<file path="src/rtl/eirp_pkg.sv">
// package: register map, field positions and reset values for the external request block
package eirp_pkg;
    localparam int          EIRP_DW           = 8;
    localparam int          EIRP_AW           = 4;
    localparam logic [3:0]  EIRP_OFF_PRIO_B   = 4'h0;
    localparam logic [3:0]  EIRP_OFF_STATUS   = 4'h4;
    localparam logic [3:0]  EIRP_OFF_ENABLE   = 4'h8;
    localparam logic [3:0]  EIRP_OFF_SENSE    = 4'hC;
    localparam logic [7:0]  EIRP_RST_VAL      = 8'h00;
    localparam logic [7:0]  EIRP_PRIO_B_MASK  = 8'hCE;
    localparam logic [7:0]  EIRP_SRC_MASK     = 8'h33;
    localparam int          EIRP_TMR3_BIT     = 7;
    localparam int          EIRP_TMR4_BIT     = 6;
    localparam int          EIRP_SER0_BIT     = 3;
    localparam int          EIRP_SER1_BIT     = 2;
    localparam int          EIRP_ADC_BIT      = 1;
    localparam int          EIRP_NSRC         = 4;
    // source index -> bit position in status, enable and sense registers
    localparam int          EIRP_SRC_POS [4]  = '{0, 1, 4, 5};
endpackage

</file>
<file path="src/rtl/eirp_ext_irq_regs.sv">
// module: external request flags, enables, sense select and priority group b registers
`timescale 1ns/1ps
`default_nettype none

// Behaviour
// - priority group b is 8-bit read/write, zero after reset or standby.
// - bit 7 sets timer channel 3 priority high when one.
// - bit 6 sets timer channel 4 priority high when one.
// - bits 3 and 2 set serial channel 0 and 1 priorities.
// - bit 1 sets converter priority high when one.
// - priority bits 5, 4, 0 ignore writes and read zero.
// - status bits 5, 4, 1, 0 flag pending requests per source.
// - a written one never sets a request flag.
// - a zero write clears a flag only after it was read as one.
// - level mode: exception handling clears flag only if pin is high.
// - edge mode: exception handling clears the flag unless a new falling edge sets it in the same cycle.
// - level mode: flag sets while the pin is low.
// - edge mode: flag sets on a high to low pin change.
// - status bits 7, 6, 3, 2 ignore writes and read zero.
// - status clears to zero on reset and standby.
// - enable bits 5, 4, 1, 0 enable their sources, default off.
// - enable bits 7, 6, 3, 2 ignore writes and read zero.
// - enable register zero after reset and standby.
// - sense bits 5, 4, 1, 0: zero level, one falling edge.
// - sense bits 7, 6, 3, 2 store and read back, no effect.
// - sense register zero after reset and standby.
// - pins are sensed whatever their port direction.
module eirp_ext_irq_regs
    import eirp_pkg::*;
(
    input  wire logic                 clk_i,
    input  wire logic                 rst_i,
    input  wire logic                 hw_standby_i,
    input  wire logic                 wb_cyc_i,
    input  wire logic                 wb_stb_i,
    input  wire logic                 wb_we_i,
    input  wire logic [EIRP_AW-1:0]   wb_adr_i,
    input  wire logic [31:0]          wb_dat_i,
    input  wire logic [3:0]           wb_sel_i,
    output logic      [31:0]          wb_dat_o,
    output logic                      wb_ack_o,
    input  wire logic [EIRP_NSRC-1:0] ext_request_pin_n_i,
    input  wire logic [EIRP_NSRC-1:0] exc_handled_i,
    output logic      [EIRP_NSRC-1:0] ext_request_o,
    output logic      [EIRP_NSRC-1:0] ext_request_prio_o,
    output logic                      timer_ch3_priority_o,
    output logic                      timer_ch4_priority_o,
    output logic                      serial_ch0_priority_o,
    output logic                      serial_ch1_priority_o,
    output logic                      adc_priority_o
);

    ////////////////////////////////////////////////////////////////////////
    // external priority level per source, tied to zero; no group a register input feeds it
    ////////////////////////////////////////////////////////////////////////
    logic [EIRP_NSRC-1:0] src_prio_in;
    assign src_prio_in = '0;

    ////////////////////////////////////////////////////////////////////////
    // bus decode
    ////////////////////////////////////////////////////////////////////////
    logic       clr_all;
    logic       acc_new;
    logic       wr_strobe;
    logic       rd_strobe;
    logic       sel_prio;
    logic       sel_stat;
    logic       sel_en;
    logic       sel_sense;
    logic [7:0] wdat;

    assign clr_all   = rst_i | hw_standby_i;
    assign acc_new   = wb_cyc_i & wb_stb_i & ~wb_ack_o;
    assign wr_strobe = acc_new & wb_we_i & wb_sel_i[0];
    assign rd_strobe = acc_new & ~wb_we_i;
    assign sel_prio  = (wb_adr_i == EIRP_OFF_PRIO_B);
    assign sel_stat  = (wb_adr_i == EIRP_OFF_STATUS);
    assign sel_en    = (wb_adr_i == EIRP_OFF_ENABLE);
    assign sel_sense = (wb_adr_i == EIRP_OFF_SENSE);
    assign wdat      = wb_dat_i[7:0];

    ////////////////////////////////////////////////////////////////////////
    // registers
    ////////////////////////////////////////////////////////////////////////
    logic [7:0] prio_b_q;
    logic [7:0] enable_q;
    logic [7:0] sense_q;
    logic [7:0] status_q;
    logic [7:0] status_d;
    logic [7:0] armed_q;
    logic [7:0] armed_d;
    logic [7:0] pin_prev_q;

    always_ff @(posedge clk_i) begin
        if (clr_all) begin
            prio_b_q <= EIRP_RST_VAL;
            enable_q <= EIRP_RST_VAL;
            sense_q  <= EIRP_RST_VAL;
        end else if (wr_strobe) begin
            if (sel_prio) prio_b_q <= wdat & EIRP_PRIO_B_MASK;
            if (sel_en) enable_q <= wdat & EIRP_SRC_MASK;
            if (sel_sense) sense_q <= wdat;
        end
    end

    ////////////////////////////////////////////////////////////////////////
    // per-source flag logic
    ////////////////////////////////////////////////////////////////////////
    logic [7:0] set_ev;
    logic [7:0] clr_ev;
    logic [7:0] pin_low;
    logic [EIRP_NSRC-1:0] req_d;

    generate
        for (genvar s = 0; s < EIRP_NSRC; s++) begin : g_src
            localparam int P = EIRP_SRC_POS[s];
            // pins are sensed directly, port direction plays no part
            assign pin_low[P] = ~ext_request_pin_n_i[s];
            // level: set while low; edge: set on high to low
            assign set_ev[P] = sense_q[P] ? (pin_low[P] & ~pin_prev_q[P])
                                          : pin_low[P];
            assign clr_ev[P] =
                (exc_handled_i[s] & (sense_q[P] | ~pin_low[P]))
                | (wr_strobe & sel_stat & ~wdat[P] & armed_q[P]);
            assign req_d[s] = status_q[P] & enable_q[P];
        end
        for (genvar r = 0; r < 8; r++) begin : g_pad
            if (!EIRP_SRC_MASK[r]) begin : g_rsv
                assign pin_low[r] = 1'b0;
                assign set_ev[r]  = 1'b0;
                assign clr_ev[r]  = 1'b0;
            end
        end
    endgenerate

    // set wins over clear; reserved bits stay zero
    assign status_d = ((status_q & ~clr_ev) | set_ev) & EIRP_SRC_MASK;
    // a read of one arms the clear; any status write with byte lane 0 selected disarms
    assign armed_d  = (rd_strobe & sel_stat) ? (armed_q | status_q)
                    : (wr_strobe & sel_stat) ? 8'h00 : (armed_q & status_q);

    always_ff @(posedge clk_i) begin
        if (clr_all) begin
            status_q   <= EIRP_RST_VAL;
            armed_q    <= EIRP_RST_VAL;
            pin_prev_q <= EIRP_RST_VAL;
        end else begin
            status_q   <= status_d;
            armed_q    <= armed_d;
            pin_prev_q <= pin_low;
        end
    end

    ////////////////////////////////////////////////////////////////////////
    // read mux, ack and registered outputs
    ////////////////////////////////////////////////////////////////////////
    logic [7:0] rd_mux;
    assign rd_mux = sel_prio  ? prio_b_q
                  : sel_stat  ? status_q
                  : sel_en    ? enable_q
                  : sel_sense ? sense_q : 8'h00;

    // requests and their level leave through flops
    always_ff @(posedge clk_i) begin
        if (rst_i) begin
            ext_request_o      <= '0;
            ext_request_prio_o <= '0;
        end else begin
            ext_request_o      <= req_d;
            ext_request_prio_o <= src_prio_in;
        end
    end

    always_ff @(posedge clk_i) begin
        if (rst_i) begin
            wb_ack_o <= 1'b0;
            wb_dat_o <= 32'h0000_0000;
        end else begin
            wb_ack_o <= acc_new;
            wb_dat_o <= rd_strobe ? {24'h00_0000, rd_mux} : 32'h0000_0000;
        end
    end

    always_ff @(posedge clk_i) begin
        if (clr_all) begin
            timer_ch3_priority_o  <= 1'b0;
            timer_ch4_priority_o  <= 1'b0;
            serial_ch0_priority_o <= 1'b0;
            serial_ch1_priority_o <= 1'b0;
            adc_priority_o        <= 1'b0;
        end else begin
            timer_ch3_priority_o  <= prio_b_q[EIRP_TMR3_BIT];
            timer_ch4_priority_o  <= prio_b_q[EIRP_TMR4_BIT];
            serial_ch0_priority_o <= prio_b_q[EIRP_SER0_BIT];
            serial_ch1_priority_o <= prio_b_q[EIRP_SER1_BIT];
            adc_priority_o        <= prio_b_q[EIRP_ADC_BIT];
        end
    end
endmodule
`default_nettype wire

</file>
<file path="config.mk">
export PLATFORM = sky130hd
export DESIGN_NAME = eirp_ext_irq_regs
export DESIGN_NICKNAME = d
export VERILOG_FILES = /design/src/rtl/eirp_pkg.sv /design/src/rtl/eirp_ext_irq_regs.sv
export SDC_FILE = /design/constraint.sdc
export NUM_CORES = 1
export LEC_CHECK = 0
export ABC_AREA = 1
export BUFFER_PORTS_ARGS = -buffer_cell sky130_fd_sc_hd__buf_4
export CAP_MARGIN = 10
export CELL_PAD_IN_SITES_DETAIL_PLACEMENT = 2
export CELL_PAD_IN_SITES_GLOBAL_PLACEMENT = 2
export CORE_AREA = 2 2 94 96
export DETAILED_ROUTE_END_ITERATION = 12
export DIE_AREA = 0 0 96 98
export GPL_TIMING_DRIVEN = 0
export MAX_ROUTING_LAYER = met4
export PLACE_DENSITY = 0.89
export SETUP_SLACK_MARGIN = 0.02
export SLEW_MARGIN = 5
export SYNTH_ARGS = -nofsm -noshare
export SYNTH_HDL_FRONTEND = slang
export SYNTH_SLANG_ARGS = --single-unit
export TNS_END_PERCENT = 30
</file>
<file path="constraint.sdc">
create_clock -name clk_i -period 3 [get_ports clk_i]
set_input_delay 0.3 -clock clk_i [delete_from_list [all_inputs] [get_ports clk_i]]
set_output_delay 0.3 -clock clk_i [all_outputs]
set_load 0.005 [all_outputs]
</file>
# After elaboration in Yosys (flattened, before gate mapping)
# Index checks and enable logic that the tools add are counted.
# totals
regBits,75
out_inout_bits,46
word_cells,89
input_bits,54
# classes
n_bitwise,56
muxes,10
n_reduce_logical,5
n_eq_ne,3
# op_table
cell,n
8-bit two-way mux,6
1-bit bitwise AND,27
1-bit inverter,15
1-bit OR,9
8-bit by 6-bit bitwise AND with 8-bit output,1
"4-bit equality test, second input constant",2
8-bit by 6-bit OR with 8-bit output,1
6-bit bitwise AND,1
6-bit inverter,1
6-bit OR,1
2-bit AND reduction,3
"4-bit by 3-bit equality test with 1-bit output, second input constant",1
4-bit logical NOT,1
1-bit two-way mux,4
2-bit OR reduction,1

# Longest topological paths before layout
# depth
ltp_word,11
depth_mapped,8
mapped_depth_nobuf,8

# Worst setup path after synthesis
# OpenSTA, ideal clock, no wires.
# synth_timing
kind,register -> register
startpoint,register wb_ack_o
endpoint,register enable_q[1]
t_arrival_ns,1.022
slack_ns,1.867
stages_incl_launch_ff,8
n_path_buf,1
t_required_ns,2.889
synth_period_minus_slack_ns,1.133
setup_ns,0.111
path_cell_list,dfxtp_1 -> inv_1 -> nand3_2 -> nor2_4 -> buf_2 -> nand3_1 -> nand2_1 -> nor2_1
# synth_between
elab_chain_len,5
# synth_rtl
item,line_no,text
start: declaration,eirp_ext_irq_regs.sv:41,"output logic wb_ack_o,"
start signal: assignment,eirp_ext_irq_regs.sv:179,wb_ack_o <= acc_new;
1-bit inverter,eirp_ext_irq_regs.sv:73,assign acc_new = wb_cyc_i & wb_stb_i & ~wb_ack_o;
1-bit bitwise AND,eirp_ext_irq_regs.sv:73,
1-bit bitwise AND (2 in a row),eirp_ext_irq_regs.sv:74,assign wr_strobe = acc_new & wb_we_i & wb_sel_i[0];
2-bit AND reduction (no source line),-,
end signal: assignment,eirp_ext_irq_regs.sv:101,if (sel_en) enable_q <= wdat & EIRP_SRC_MASK;
end: declaration,eirp_ext_irq_regs.sv:86,logic [7:0] enable_q;
# Every way passes these cells.
# A chain may end at the register's enable or synchronous reset.

# Final worst setup path
# layout_timing
startpoint,register wb_ack_o
endpoint,register wb_dat_o[5]
# layout_between
elab_chain_len,5
# layout_rtl
item,line_no,text
1-bit inverter,eirp_ext_irq_regs.sv:73,
1-bit bitwise AND,eirp_ext_irq_regs.sv:73,
1-bit bitwise AND,eirp_ext_irq_regs.sv:75,assign rd_strobe = acc_new & ~wb_we_i;
1-bit inverter (no source line),-,
2-bit OR reduction (no source line),-,
end signal: assignment,eirp_ext_irq_regs.sv:180,"wb_dat_o <= rd_strobe ? {24'h00_0000, rd_mux} : 32'h0000_0000;"
end: declaration,eirp_ext_irq_regs.sv:40,"output logic [31:0] wb_dat_o,"
# Every way passes these cells.

==> flow_metrics.env <==
export IMPL_r2r_slack_ns=1.56
export IMPL_grt_total_usage_pct=14.13
export IMPL_yosys_area_share_simple_pct=35.74
export IMPL_area_growth_pct=30.97
export IMPL_wl_um=6172
export IMPL_synthAdderAreaFrac_pct=0
export IMPL_final_layout_size_suffix_gt1_share_pct=27.13
export IMPL_r2r_worst_path_cells=7
export IMPL_syn_avg_cell_area_um2=7.238
export IMPL_finalSetupViolCount=0
export IMPL_core_area_mm2=0.008466
export IMPL_cp_required_ns=3.26
export IMPL_fillers=1034
export IMPL_worstSetupPathType="flip-flop to flip-flop"
export IMPL_period_needed_ns=1.435
export IMPL_cts_resized=0
export IMPL_yosys_top_cells_count="nand2_1 (71), nor2_1 (58), dfxtp_1 (47)"
export IMPL_drt_iter0_drc=46
export IMPL_die_h_um=98
export IMPL_crit_arrival_ns=1.70
export IMPL_synth_distinct_cells=21
export IMPL_synth_top_family_by_area="simple AND/OR/NAND/NOR gates"
export IMPL_die_w_um=96
export IMPL_p_leak_nw=1.330
export IMPL_outcome="complete, no violations"
export IMPL_max_freq_ghz=0.6967
export IMPL_finalWeightedCongestion=0.7586
export IMPL_yosys_cell_count_top_type="nand2_1"
export IMPL_clockBufferDepth=2
export IMPL_yosys_area_top_type="dfxtp_1"
export IMPL_slowest_delay_ns=0.33
export IMPL_yosys_warnings=0
export IMPL_postCtsSetupBuffers=0
export IMPL_cts_tree="done"
export IMPL_power_density_mw_per_mm2=418.9
export IMPL_synth_compound_area_share_pct=3.260
export IMPL_start_util_pct=25.39
export IMPL_reg2reg_to="wb_dat_o[5]"
export IMPL_vias_per_cell=4.200
export IMPL_crit_path_end_kind="flip-flop"
export IMPL_drc_errors=0
export IMPL_diodes=0
export IMPL_synth_area_leaders="dfxtp_1 (44%), nand2_1 (12%), buf_4 (10%)"
export IMPL_path_buf_inv=2
export IMPL_ioPinCount=100
export IMPL_overflow=0
export IMPL_slew_violations=0
export IMPL_grt_max_degree=16
export IMPL_cts_sinks=47
export IMPL_post_route_period_util_pct=47.84
export IMPL_placed_area_mm2=0.002716
export IMPL_wl_per_cell_um=12.75
export IMPL_syn_area_mm2=0.002150
export IMPL_hold_path_depth=2
export IMPL_yosysSeqAreaShare_pct=43.77
export IMPL_crit_start="wb_ack_o"
export IMPL_yosys_mux_area_fraction_pct=0
export IMPL_cpLargestDelayFamily="simple AND/OR/NAND/NOR gates"
export IMPL_hold_viol_final=0
export IMPL_finalNetCount=429
export IMPL_reg2reg_from="wb_ack_o"
export IMPL_path_cells="inv_1 > nand3_2 > nor2_1 > nand2_1 > nor2_1 > nand2_1 > inv_1"
export IMPL_cts_buffers=5
export IMPL_start_kind="flip-flop"
export IMPL_synth_xor_area_share_pct=0
export IMPL_final_util_pct=33.25
export IMPL_antenna_found_initial=0
export IMPL_cp_max_fo=6
export IMPL_slowest_stage="dfxtp_1"
export IMPL_holdCritPathClass="input pin to flip-flop"
export IMPL_rows=34
export IMPL_fin_area_mm2=0.002815
export IMPL_holdWs_ns=0.1491
export IMPL_grt_pass1_wl_um=10070
export IMPL_portBuffers=44
export IMPL_synthFlopType="dfxtp_1"
export IMPL_rsz0062_at_grt="no"
export IMPL_synth_top_area_share_pct=43.77
export IMPL_postCtsHoldBufs=0
export IMPL_h_tree_depth=2
export IMPL_synth_edf_count=0
export IMPL_cts_root_buf="clkbuf_8"
export IMPL_postRouteAntennaNets=0
export IMPL_hp_start="ext_request_pin_n_i[0]"
export IMPL_grt_pass1_vias=2076
export IMPL_synthArstFlopShare_pct=0
export IMPL_dieArea_mm2=0.009408
export IMPL_num_vias=2033
export IMPL_fin_skew_ns=0.005299
export IMPL_synth_seq_cells=47
export IMPL_path_clk_slew_ns=0.09
export IMPL_cp_depth=7
export IMPL_vdd_drop_max_uv=155.2
export IMPL_setup_tns_final_ns=0
export IMPL_holdPathEnd="pin_prev_q[0]"
export IMPL_hpwl_um=4784
export IMPL_syn_inst=297
export IMPL_clock_latency_ns=0.31
export IMPL_first_pass_iters=4
export IMPL_max_cap_viol_count=0
-- per-layer routing --
| metal | GRT usage (%) | vias to the layer above | routed length, um |
|---|---|---|---|
| met2 | 25.59 | 47 | 3328 |
| met4 | 2.967 | 0 | 39 |
| met3 | 2.855 | 5 | 269 |
| met5 | - | - | 0 |
| met1 | 15.71 | 970 | 2534 |
| li1 | - | 1011 | - |
-- per-stage QoR --
stage	total power, mW	std cells	setup WS (ns)
finish	1.179	484	1.565
global route	1.233	484	1.403
global placement	0.7705	476	1.568
floorplan	0.7248	324	1.867
CTS	1.195	484	1.541
detailed placement	0.7743	476	1.525
-- sequential cells by signal (all words and copies together) (netlist names), 4 cells and up --
register and flops:
armed_q 4, status_q 4, wb_dat_o 8, ext_request_o 4, sense_q 8, pin_prev_q 4
enable_q 4, prio_b_q 5
-- logic make-up (layout without fill, tap and decap cells) --
family,count (synthesis),in the layout
DFF,47,47
buffers and inverters,64,116
other,1,28
and+or+nand+nor,171,171
AOI/OAI and AO/OA,14,14
-- where the power goes --
part | switching [mW] | internal (mW) | leakage [nW]
Sequential | 0.00424 | 0.629 | 0.380
Clock | 0.230 | 0.188 | 0.0474
Combinational | 0.0666 | 0.0608 | 0.903
-- worst register-to-register path, stage by stage, from the launching register on --
cell and delay, ns:
dfxtp_1 0.33, inv_1 0.06, nand3_2 0.10, nor2_1 0.26
nand2_1 0.26, nor2_1 0.25, nand2_1 0.08, inv_1 0.05
-- cells in the final DEF (no fill, tap or decap) --
cell type	count
o21ai_1	2
clkinv_4	1
buf_6	2
conb_1	28
nand2_1	71
nor2_4	5
nand4_1	1
nand3b_1	1
a21oi_1	4
dfxtp_1	47
inv_2	6
nand3_1	26
clkinvlp_4	1
buf_2	2
nand3_2	1
inv_1	25
o21ai_0	8
nand2_2	2
nor2_1	58
nor2_2	1
nor2_8	2
clkbuf_8	6
nor3_1	3
buf_4	73
-- how the worst max path moves through the flow --
| stage | to | slack [ns] |
|---|---|---|
| after floorplan | enable_q[1] | 1.87 |
| after global placement | status_q[1] | 1.57 |
| after detailed placement | wb_dat_o[4] | 1.53 |
| after CTS | wb_dat_o[4] | 1.54 |
| after global routing | wb_dat_o[4] | 1.40 |
| final | wb_dat_o[5] | 1.56 |
-- cell type report --
type                            instances  area, um2  area share (%)
Multi-Input combinational cell        213      943.4           33.51
Sequential cell                        47      940.9           33.42
Timing Repair Buffer                   44      330.3           11.73
Inverter                               31      116.4           4.133
Tap cell                              108      135.1           4.800
Buffer                                 33      250.2           8.889
Clock buffer                            6      82.58           2.933
Clock inverter                          2      16.27          0.5778
No activity file was read; power rests on OpenSTA's default activity.
